===== config.mk =====
export PLATFORM = sky130hd
export DESIGN_NAME = can_filter_buffer_pointer
export DESIGN_NICKNAME = d
export VERILOG_FILES = /design/src/core/filter_dest_pkg.sv /design/src/core/can_filter_buffer_pointer.sv
export VERILOG_INCLUDE_DIRS = /design/src /design/src/core
export SDC_FILE = /design/constraint.sdc
export NUM_CORES = 1
export LEC_CHECK = 0
export BUFFER_PORTS_ARGS = -buffer_cell sky130_fd_sc_hd__buf_2
export CAP_MARGIN = 10
export CORE_MARGIN = 2
export CORE_UTILIZATION = 50
export DETAILED_ROUTE_END_ITERATION = 8
export GPL_TIMING_DRIVEN = 0
export HOLD_SLACK_MARGIN = 0.15
export PLACE_DENSITY_LB_ADDON = 0.1
export RECOVER_POWER = 100
export SLEW_MARGIN = 15
export SYNTH_ARGS = -nofsm -noshare
export SYNTH_HDL_FRONTEND = slang
export SYNTH_SLANG_ARGS = --single-unit

===== constraint.sdc =====
create_clock -name sys_clk -period 2.3 [get_ports sys_clk]
set_input_delay 0.23 -clock sys_clk [delete_from_list [all_inputs] [get_ports sys_clk]]
set_output_delay 0.23 -clock sys_clk [all_outputs]
set_load 0.01 [all_outputs]

===== src/core/filter_dest_defines.svh =====
// Register offsets, field positions and reset values of the filter destination block
`ifndef FILTER_DEST_DEFINES_SVH
`define FILTER_DEST_DEFINES_SVH
`define FILTER_4_7_DEST_POINTER_ADDR 12'h000
`define FILTER_8_11_DEST_POINTER_ADDR 12'h004
`define DEST_STATUS_ADDR 12'h008
`define DEST_POINTER_RESET 16'h0000
`define DEST_FIELD_WIDTH 4
`define DEST_FIFO_CODE 4'hF
`define FIRST_FILTER 4'h4
`define LAST_FILTER 4'hB
`define DEST_FILTER_COUNT 8
`endif


===== src/core/filter_dest_pkg.sv =====
// Types shared by the filter destination block
package filter_dest_pkg;
   typedef struct packed {
      logic valid;
      logic [3:0] filter_index;
   } filter_hit_type;
   typedef struct packed {
      logic valid;
      logic to_fifo;
      logic [3:0] buffer_index;
   } dest_select_type;
endpackage


===== src/core/can_filter_buffer_pointer.sv =====
// Filter 4..11 receive destination pointers with APB register access
//
// The APB interface to the registers and the register addresses were left to the implementer.
`timescale 1ns/10ps
`default_nettype none
`include "filter_dest_defines.svh"
module can_filter_buffer_pointer (
   input wire logic sys_clk,
   input wire logic rst,
   input wire logic psel,
   input wire logic penable,
   input wire logic pwrite,
   input wire logic [11:0] paddr,
   input wire logic [31:0] pwdata,
   input wire logic [3:0] pstrb,
   output logic [31:0] prdata,
   output logic pready,
   output logic pslverr,
   input wire filter_dest_pkg::filter_hit_type hit,
   output filter_dest_pkg::dest_select_type dest
);
   logic [15:0] filter_4_7_dest_pointer;
   logic [15:0] filter_8_11_dest_pointer;
   logic [15:0] next_filter_4_7_dest_pointer;
   logic [15:0] next_filter_8_11_dest_pointer;
   logic [31:0] next_prdata;
   logic next_pready;
   logic next_pslverr;
   logic [3:0] last_filter;
   logic [3:0] next_last_filter;
   filter_dest_pkg::dest_select_type next_dest;
   logic [3:0] field [0:`DEST_FILTER_COUNT-1];
   logic setup;
   logic access;
   logic hit_in_range;
   logic [3:0] pick;
   logic [2:0] slot;

   // Field k holds filter k+4; both registers share one layout
   genvar g;
   generate
      for (g = 0; g < `DEST_FILTER_COUNT; g = g + 1) begin : g_field
         if (g < 4) begin : g_lo
            assign field[g] = filter_4_7_dest_pointer[g*4 +: 4];
         end else begin : g_hi
            assign field[g] = filter_8_11_dest_pointer[(g-4)*4 +: 4];
         end
      end
   endgenerate

   // Answer in the access cycle: pready is raised by the setup edge
   assign setup = psel && !penable && !pready;
   // Writes land only at the edge that ends the transfer, never in setup
   assign access = psel && penable && pready;

   always_comb begin
      next_filter_4_7_dest_pointer = filter_4_7_dest_pointer;
      next_filter_8_11_dest_pointer = filter_8_11_dest_pointer;
      next_prdata = 32'h00000000;
      next_pready = 1'b0;
      next_pslverr = 1'b0;
      if (setup) begin
         next_pready = 1'b1;
         case (paddr)
            `FILTER_4_7_DEST_POINTER_ADDR: begin
               next_prdata = {16'h0000, filter_4_7_dest_pointer};
            end
            `FILTER_8_11_DEST_POINTER_ADDR: begin
               next_prdata = {16'h0000, filter_8_11_dest_pointer};
            end
            `DEST_STATUS_ADDR: begin
               next_prdata = {28'h0000000, last_filter};
               next_pslverr = pwrite;
            end
            default: begin
               next_pslverr = 1'b1;
            end
         endcase
      end
      if (access && pwrite) begin
         case (paddr)
            `FILTER_4_7_DEST_POINTER_ADDR: begin
               if (pstrb[0]) begin
                  next_filter_4_7_dest_pointer[7:0] = pwdata[7:0];
               end
               if (pstrb[1]) begin
                  next_filter_4_7_dest_pointer[15:8] = pwdata[15:8];
               end
            end
            `FILTER_8_11_DEST_POINTER_ADDR: begin
               if (pstrb[0]) begin
                  next_filter_8_11_dest_pointer[7:0] = pwdata[7:0];
               end
               if (pstrb[1]) begin
                  next_filter_8_11_dest_pointer[15:8] = pwdata[15:8];
               end
            end
            default: begin
            end
         endcase
      end
   end

   // Read data is taken at setup, so a write just before is already visible
   always_ff @(posedge sys_clk or posedge rst) begin
      if (rst) begin
         filter_4_7_dest_pointer <= `DEST_POINTER_RESET;
         filter_8_11_dest_pointer <= `DEST_POINTER_RESET;
         prdata <= 32'h00000000;
         pready <= 1'b0;
         pslverr <= 1'b0;
      end else begin
         filter_4_7_dest_pointer <= next_filter_4_7_dest_pointer;
         filter_8_11_dest_pointer <= next_filter_8_11_dest_pointer;
         prdata <= next_prdata;
         pready <= next_pready;
         pslverr <= next_pslverr;
      end
   end

   // Hits outside filters 4..11 belong to another block and are ignored
   assign hit_in_range = hit.valid && hit.filter_index >= `FIRST_FILTER
                         && hit.filter_index <= `LAST_FILTER;
   assign slot = 3'(hit.filter_index - `FIRST_FILTER);
   assign pick = field[slot];

   always_comb begin
      next_dest = '0;
      next_last_filter = last_filter;
      if (hit_in_range) begin
         next_dest.valid = 1'b1;
         next_dest.to_fifo = (pick == `DEST_FIFO_CODE);
         next_dest.buffer_index = (pick == `DEST_FIFO_CODE) ? 4'h0 : pick;
         next_last_filter = hit.filter_index;
      end
   end

   always_ff @(posedge sys_clk or posedge rst) begin
      if (rst) begin
         dest <= '0;
         last_filter <= 4'h0;
      end else begin
         dest <= next_dest;
         last_filter <= next_last_filter;
      end
   end
endmodule
`default_nettype wire


==> results of run 1 <==
==> power by group <==
| part | switching (mW) | leakage [nW] | internal, mW |
|---|---|---|---|
| registers | 0.00927 | 0.828 | 1.07 |
| clock network | 0.413 | 0.127 | 0.778 |
| logic | 0.0897 | 0.811 | 0.0876 |
| total | 0.512 | 1.77 | 1.94 |
==> per-stage QoR <==
step | setup TNS, ns | power [mW] | utilization [%] | instance area (um2)
after floorplan | 0 | 1.199 | - | 2875
after global placement | -7.323 | 1.252 | 59.67 | 3266
after detailed placement | 0 | 1.255 | 59.72 | 3268
after CTS | 0 | 2.464 | 67.58 | 3699
after global routing | 0 | 2.541 | 66.35 | 3631
final | 0 | 2.450 | 66.35 | 3631
==> state kept, by name (all words and copies together), names as in the netlist <==
register	flops
dest	6
filter_4_7_dest_pointer	16
filter_8_11_dest_pointer	16
last_filter	4
prdata	16
pready	1
pslverr	1
==> area by class of cell <==
| type | count | area (um2) |
|---|---|---|
| Buffer | 29 | 181.4 |
| Inverter | 4 | 15.01 |
| Multi-Input combinational cell | 139 | 1145 |
| Clock inverter | 4 | 95.09 |
| Clock buffer | 12 | 155.1 |
| Timing Repair Buffer | 78 | 447.9 |
| Sequential cell | 60 | 1501 |
| Tap cell | 72 | 90.09 |
| Fill cell | 448 | 1842 |
==> worst max-delay path, cell delays in order <==
cell	delay, ns
sky130_fd_sc_hd__buf_2	0.09
sky130_fd_sc_hd__or4_1	0.62
sky130_fd_sc_hd__and4b_1	0.38
sky130_fd_sc_hd__and3_1	0.17
sky130_fd_sc_hd__clkbuf_1	0.40
sky130_fd_sc_hd__mux2_2	0.40
==> metal layers <==
| metal | vias up | track usage [%] | part of all wire (%) |
|---|---|---|---|
| met5 | - | 0 | 0 |
| met4 | 0 | 12.76 | 2.6 |
| met3 | 13 | 3.523 | 4.6 |
| met2 | 69 | 32.46 | 48 |
| met1 | 985 | 27.48 | 45 |
| li1 | 963 | - | - |
==> cell families (layout without fill, tap and decap cells) <==
logic type      after synthesis  in the layout
compound gates               20             20
xor+xnor                      1              1
buf+inv                      33            127
flops                        60             60
mux                          51             51
other cells                   1             16
simple gates                 51             51
==> Yosys cell counts <==
| cell | number |
|---|---|
| sky130_fd_sc_hd__o21ai_0 | 2 |
| sky130_fd_sc_hd__inv_1 | 4 |
| sky130_fd_sc_hd__dfrtp_1 | 60 |
| sky130_fd_sc_hd__or4_4 | 2 |
| sky130_fd_sc_hd__and4_1 | 2 |
| sky130_fd_sc_hd__nor4_4 | 1 |
| sky130_fd_sc_hd__nor2_1 | 25 |
| sky130_fd_sc_hd__buf_4 | 17 |
| sky130_fd_sc_hd__clkbuf_1 | 9 |
| sky130_fd_sc_hd__a2111o_1 | 1 |
| sky130_fd_sc_hd__nor2b_1 | 1 |
| sky130_fd_sc_hd__conb_1 | 1 |
| sky130_fd_sc_hd__mux2i_1 | 8 |
| sky130_fd_sc_hd__nor3b_1 | 1 |
| sky130_fd_sc_hd__nor4_1 | 1 |
| sky130_fd_sc_hd__mux4_2 | 8 |
| sky130_fd_sc_hd__a21oi_1 | 5 |
| sky130_fd_sc_hd__buf_6 | 1 |
| sky130_fd_sc_hd__a32oi_1 | 12 |
| sky130_fd_sc_hd__and3_1 | 2 |
| sky130_fd_sc_hd__mux2_4 | 8 |
| sky130_fd_sc_hd__nor3_1 | 9 |
| sky130_fd_sc_hd__or2_4 | 1 |
| sky130_fd_sc_hd__buf_2 | 2 |
| sky130_fd_sc_hd__xor2_1 | 1 |
| sky130_fd_sc_hd__nand2_1 | 5 |
| sky130_fd_sc_hd__and4b_2 | 1 |
| sky130_fd_sc_hd__mux2_2 | 27 |
==> worst max-delay path by stage <==
stage,slack [ns],cells after the start,startpoint,end
after floorplan,0.24,5,paddr[1],filter_4_7_dest_pointer[0]$_DFFE_PP0P_
after global placement,-0.13,2,rst,filter_4_7_dest_pointer[3]$_DFFE_PP0P_
after detailed placement,0.02,6,paddr[1],filter_8_11_dest_pointer[15]$_DFFE_PP0P_
after CTS,0.30,7,psel,filter_4_7_dest_pointer[1]$_DFFE_PP0P_
after global routing,0.15,6,paddr[1],filter_4_7_dest_pointer[14]$_DFFE_PP0P_
final,0.23,6,paddr[1],filter_4_7_dest_pointer[11]$_DFFE_PP0P_
==> qor.txt, run 1 <==
Total count of hold-check failures in the final report = 0
CP Max Fanout = 8
Gr usage total = 20.87%
Clock tree from TritonCTS = done
Residual overflow from global routing = 0
Fraction of the mapped netlist area in adder cells = 0%
Critical path start-end classification = in -> reg
Number of DRC violations after detailed-routing iteration 0 = 150
Final worst-path setup slack = 0.2286 ns
Final wirelength = 6105 um
Category of the worst setup path launch point = primary input
Top library cells by usage in the layout, fill and taps aside = 60 x sky130_fd_sc_hd__dfrtp_1, 37 x sky130_fd_sc_hd__clkbuf_1, 35 x sky130_fd_sc_hd__buf_2
Unrepaired setup endpoints after global routing = no
Number of design rule violations left after detail routing = 0
Endpoint kind of the worst setup timing path = register
Hold crit path type = in -> reg
Highest Clock Rate = 482.8 MHz
Placer congestion estimate = 0.8133
Most common cell after layout, fill and taps aside = sky130_fd_sc_hd__dfrtp_1
Final net count = 379
Area share of the leading cell type in the synthesized netlist = 53.26%
Seq cells post-synth = 60
Resized cells post-CTS = 0
Data arrival, critical path = 2.30 ns
Clock period minus final worst setup slack = 2.071 ns
Post-synth top area cell = sky130_fd_sc_hd__dfrtp_1
Number of warnings printed during yosys synthesis = 0
Gate count of the mapped netlist = 217
Post-DRT Antenna Nets = 0
Core area = 5473 um2
Post-detailed-placement half-perimeter wirelength = 4052 um
H-tree depth reported by CTS = 3
Clock transition at the registers of the reported paths = 0.07 ns
Via density per instance = 5.101
Number of max-slew violations in the final report = 0
Static power due to leakage = 1.765 nW
Largest family of logic cells by synthesized area = multiplexers
CTS Sinks = 60
Max_slew headroom = 19.51%
Number of buffers inserted by post-CTS setup repair = 0
Yosys cell types = 28
Clock latency on the worst-skew pair = 0.34 ns
Final Instance Count excl. Fillers = 398
Synth Area in Simple Gates = 9.632%
Mux share of post-synthesis cell area = 24.28%
Post-Synthesis Mean Instance Area = 12.99 um2
Maximum buffer depth of the clock tree = 2
Number of cell instances on the worst register-to-register path = 5
Final setup viols = 0
Y dimension of the die = 79.09 um
Startpoint of the lowest-slack register-to-register path = pready$_DFF_PP0_
Die width = 79.09 um
Flop2flop setup slack = 0.39 ns
Total CTS buffers = 9
HP Start = penable
Sink of the worst hold path = pslverr$_DFF_PP0_
Routed WL per cell = 15.34 um
Global-route wire length before repair = 9680 um
Share of layout cells above drive strength 1 = 33.13%
Number of top-level design ports = 98
Initial antenna violation count = 0
Worst setup slack after placement = 0.02257 ns
Diodes inserted = 0
Pin slew with the least headroom to its limit = 1.206 ns
Synth-to-layout area growth = 28.81%
Detailed-router iteration count before antenna repair = 5
Root buffer cell = sky130_fd_sc_hd__clkbuf_8
Compound-Gate Fraction of Synth Area = 5.371%
Final clock skew = 0.005349 ns
Number of port buffers = 60
Die Outline Area = 6254 um2
Netlist area before placement = 2819 um2
Power per unit of standard cell area = 674.7 nW/um2
Req. time, crit path = 2.53 ns
VDD IR max = 373.4 uV
Placed cells = 364
Post-route clock period utilization = 90.06%
Total via count in the routed design = 2030
Max Cap Viol = 0
Number of global-route vias before repair = 1967
Sequential share of the synthesized area = 53.26%
Hold path depth = 4
Initial core utilization = 51.51%
Maximum number of pins on one net before global-route repair = 61
Worst flop-to-flop path endpoint = filter_4_7_dest_pointer[2]$_DFFE_PP0P_
Worst Hold Slack = 0.2026 ns
Leading cell types by total area after synthesis = sky130_fd_sc_hd__dfrtp_1 53%, sky130_fd_sc_hd__mux2_2 11%, sky130_fd_sc_hd__mux4_2 6.4%
Outcome = complete, no violations
Placement row count = 27
Post-CTS Hold Buffers = 18
Synthesized-area fraction occupied by xor and xnor cells = 0.3107%
(Power assumes the default switching activity.)
==> run 2: changes to the inputs <==
ABC_AREA = 1   (was default)
CORE_UTILIZATION = 52   (was 50)
==> qor.txt, run 2 <==
Combinational Power Share = 9.3% (+2.1 points)
CP Max Fanout = 2 (-6)
Hold crit path type = in -> reg
Total via count in the routed design = 2822 (+39%)
Most frequent cells after synthesis = 118 x sky130_fd_sc_hd__nand2_1, 61 x sky130_fd_sc_hd__inv_1, 60 x sky130_fd_sc_hd__dfrtp_1
Maximum cell stage delay along the critical path = 0.57 ns (-0.05 ns)
Final setup viols = 0 (unchanged)
Number of global-route vias before repair = 2820 (+43%)
Number of top-level design ports = 98 (unchanged)
Routed WL per cell = 12.28 um (-20%)
Detailed-router iteration count before antenna repair = 4 (-1)
VDD IR max = 447.8 uV (+20%)
Pin slew with the least headroom to its limit = 1.207 ns (+0.001149 ns)
Root buffer cell = sky130_fd_sc_hd__clkbuf_8
Worst Hold Slack = 0.1652 ns (-0.03741 ns)
Final Instance Count excl. Fillers = 596 (+50%)
Clock latency on the worst-skew pair = 0.35 ns (about the same)
Sequential share of the synthesized area = 46.12% (-7.1 points)
Clock network power share = 46.7% (-1.9 points)
Static power due to leakage = 2.032 nW (+15%)
Placer congestion estimate = 0.8638 (+6.2%)
Post-detailed-placement half-perimeter wirelength = 5228 um (+29%)
Net switching fraction of the power = 23.14% (+2.2 points)
Reported net switching power = 0.5675 mW (+11%)
Sequential share of power = 44.0% (about the same)
Initial core utilization = 54.34% (+2.8 points)
Post-DRT Antenna Nets = 0 (unchanged)
Global-route wire length before repair = 12800 um (+32%)
Leading registers by flop count = filter_4_7_dest_pointer x16, filter_8_11_dest_pointer x16, prdata x16
Gr usage total = 23.28% (+2.4 points)
Maximum number of pins on one net before global-route repair = 61 (unchanged)
Number of port buffers = 61 (+1.7%)
Endpoint kind of the worst setup timing path = register
Utilization after layout = 66.19% (-0.16 points)
Highest Clock Rate = 534.4 MHz (+11%)
Netlist area before placement = 3256 um2 (+15%)
Number of filler instances in the final layout = 557 (+24%)
Y dimension of the die = 83.13 um (+5.1%)
Clock period minus final worst setup slack = 1.871 ns (-0.2003 ns)
Die width = 83.13 um (+5.1%)
Number of max-slew violations in the final report = 0 (unchanged)
Max_slew headroom = 19.43% (-0.077 points)
Gate count of the mapped netlist = 411 (+89%)
Critical path's top delay family = buffers and inverters
Library cell with the highest instance count after synthesis = sky130_fd_sc_hd__nand2_1
Leading cell types by total area after synthesis = sky130_fd_sc_hd__dfrtp_1 46%, sky130_fd_sc_hd__nand2_1 14%, sky130_fd_sc_hd__inv_1 7.0%
Seq cells post-synth = 60 (unchanged)
Critical path buffer and inverter count = 4 (+2)
Number of warnings printed during yosys synthesis = 0 (unchanged)
Via density per instance = 4.735 (-7.2%)
Area share of the leading cell type in the synthesized netlist = 46.12% (-7.1 points)
Category of the worst setup path launch point = primary input
Clock tree from TritonCTS = done
Number of design rule violations left after detail routing = 0 (unchanged)
Share of layout cells above drive strength 1 = 19.19% (-14 points)
Synth-to-layout area growth = 21.79%
Count of flip-flops with a built-in enable after synthesis = 0 (unchanged)
Asr flop ratio synth = 100.0% (unchanged)
Number of DRC violations after detailed-routing iteration 0 = 152 (+1.3%)
Core area = 5991 um2 (+9.5%)
H-tree depth reported by CTS = 3 (unchanged)
Unrepaired setup endpoints after global routing = no
Final clock skew = 0.007282 ns (+0.001933 ns)
Final net count = 574 (+51%)
Placed cells = 562 (+54%)
Final wirelength = 7321 um (+20%)
Internal power consumption = 1.885 mW (-2.7%)
Initial antenna violation count = 0 (unchanged)
Total CTS buffers = 9 (unchanged)
Diodes inserted = 0 (unchanged)
Post-Synthesis Mean Instance Area = 7.921 um2 (-39%)
Residual overflow from global routing = 0 (unchanged)
Top library cells by usage in the layout, fill and taps aside = 122 x sky130_fd_sc_hd__nand2_1, 60 x sky130_fd_sc_hd__inv_1, 60 x sky130_fd_sc_hd__dfrtp_1
Placement row count = 28 (+3.7%)
Critical-path cell with the highest stage delay = sky130_fd_sc_hd__dlygate4sd3_1
Maximum buffer depth of the clock tree = 2 (unchanged)
Most common cell after layout, fill and taps aside = sky130_fd_sc_hd__nand2_1
Yosys cell types = 27 (-3.6%)
Clock transition at the registers of the reported paths = 0.07 ns (about the same)
Post-route clock period utilization = 81.35% (-8.7 points)
Power per unit of standard cell area = 618.4 nW/um2 (-8.3%)
Crit path cell chain = dlygate4sd3_1 > clkbuf_1 > nand2_1 > dlygate4sd3_1 > a21oi_1 > dlygate4sd3_1
Resized cells post-CTS = 0 (unchanged)
Data arrival, critical path = 2.16 ns (-0.14 ns)
CTS Sinks = 60 (unchanged)
Cell seen most often among critical-path stages = sky130_fd_sc_hd__dlygate4sd3_1
Outcome = complete, no violations
Req. time, crit path = 2.59 ns (+0.06 ns)
Total count of hold-check failures in the final report = 0 (unchanged)
Most used flip-flop cell after synthesis = sky130_fd_sc_hd__dfrtp_1
Critical path start-end classification = in -> reg
Max Cap Viol = 0 (unchanged)
Die Outline Area = 6910 um2 (+10%)
Post-synth top area cell = sky130_fd_sc_hd__dfrtp_1
[run 2: power by group through the flow]
stage / Clock (mW) / Sequential (mW) / Combinational (mW)
finish: 1.15 / 1.08 / 0.228
global route: 1.22 / 1.08 / 0.263
CTS: 1.16 / 1.08 / 0.236
detailed placement: 0 / 1.10 / 0.212
global placement: 0 / 1.10 / 0.208
floorplan: 0 / 1.10 / 0.144
[run 2: worst min-delay path: stages]
cell and delay [ns]:
sky130_fd_sc_hd__buf_2 0.09, sky130_fd_sc_hd__inv_1 0.06, sky130_fd_sc_hd__o21ai_0 0.09
[run 2: worst paths after layout]
| kind | depth (start not counted) | startpoint | endpoint | slack, ns |
|---|---|---|---|---|
| worst max-delay path | 6 | psel | pslverr$_DFF_PP0_ | 0.43 |
| worst min-delay path | 3 | pwdata[6] | filter_4_7_dest_pointer[6]$_DFFE_PP0P_ | 0.17 |
| worst max register to register | 5 | pready$_DFF_PP0_ | pslverr$_DFF_PP0_ | 0.44 |
| worst min register to register | 2 | last_filter[2]$_DFFE_PP0P_ | last_filter[2]$_DFFE_PP0P_ | 0.51 |
| max in group asynchronous | 3 | rst | filter_8_11_dest_pointer[6]$_DFFE_PP0P_ | 0.82 |
| min in group asynchronous | 3 | rst | prdata[8]$_DFF_PP0_ | 0.75 |
[run 2: cells by family after synthesis]
| group | Yosys count | synth area share, % |
|---|---|---|
| DFF | 60 | 46.12 |
| AOI/OAI and AO/OA | 52 | 10.72 |
| buffers and inverters | 96 | 14.57 |
| other | 1 | 0.1152 |
| and+or+nand+nor | 202 | 28.48 |
[run 2: area by class of cell]
cell class              count  area [um2]  share of cell area, %
well taps                  75       93.84                  2.367
plain buffers              31       212.7                  5.364
flip-flops and latches     60        1501                  37.87
clock inverters             7       115.1                  2.903
repair buffers             79       452.9                  11.42
clock buffers               9       123.9                  3.124
inverters                  65       245.2                  6.185
multi-input cells         270        1220                  30.77
[run 2: per-layer routing]
metal	wire, um	up-vias	share of wire (%)	GRT usage (%)
li1	-	1440	-	-
met2	3424	82	47	36.22
met3	454	13	6.2	7.356
met1	3283	1287	45	30.51
met4	157	0	2.1	8.942
met5	0	-	0	0
[run 2: stage by stage]
step	power [mW]	area [um2]	worst slack, ns	setup TNS [ns]
after CTS	2.478	4133	0.4487	0
after detailed placement	1.310	3714	0.6401	0
after global placement	1.306	3711	-0.07995	-4.608
after floorplan	1.243	3312	0.5853	0
after global routing	2.562	3965	0.3456	0
final	2.452	3965	0.4289	0
[run 2: timing repair]
item | in CTS | in global routing
setup endpoints to repair | 0 | 0
setup buffers | 0 | 0
endpoints found under the hold margin | 79 | 0
hold buffers | 18 | 0
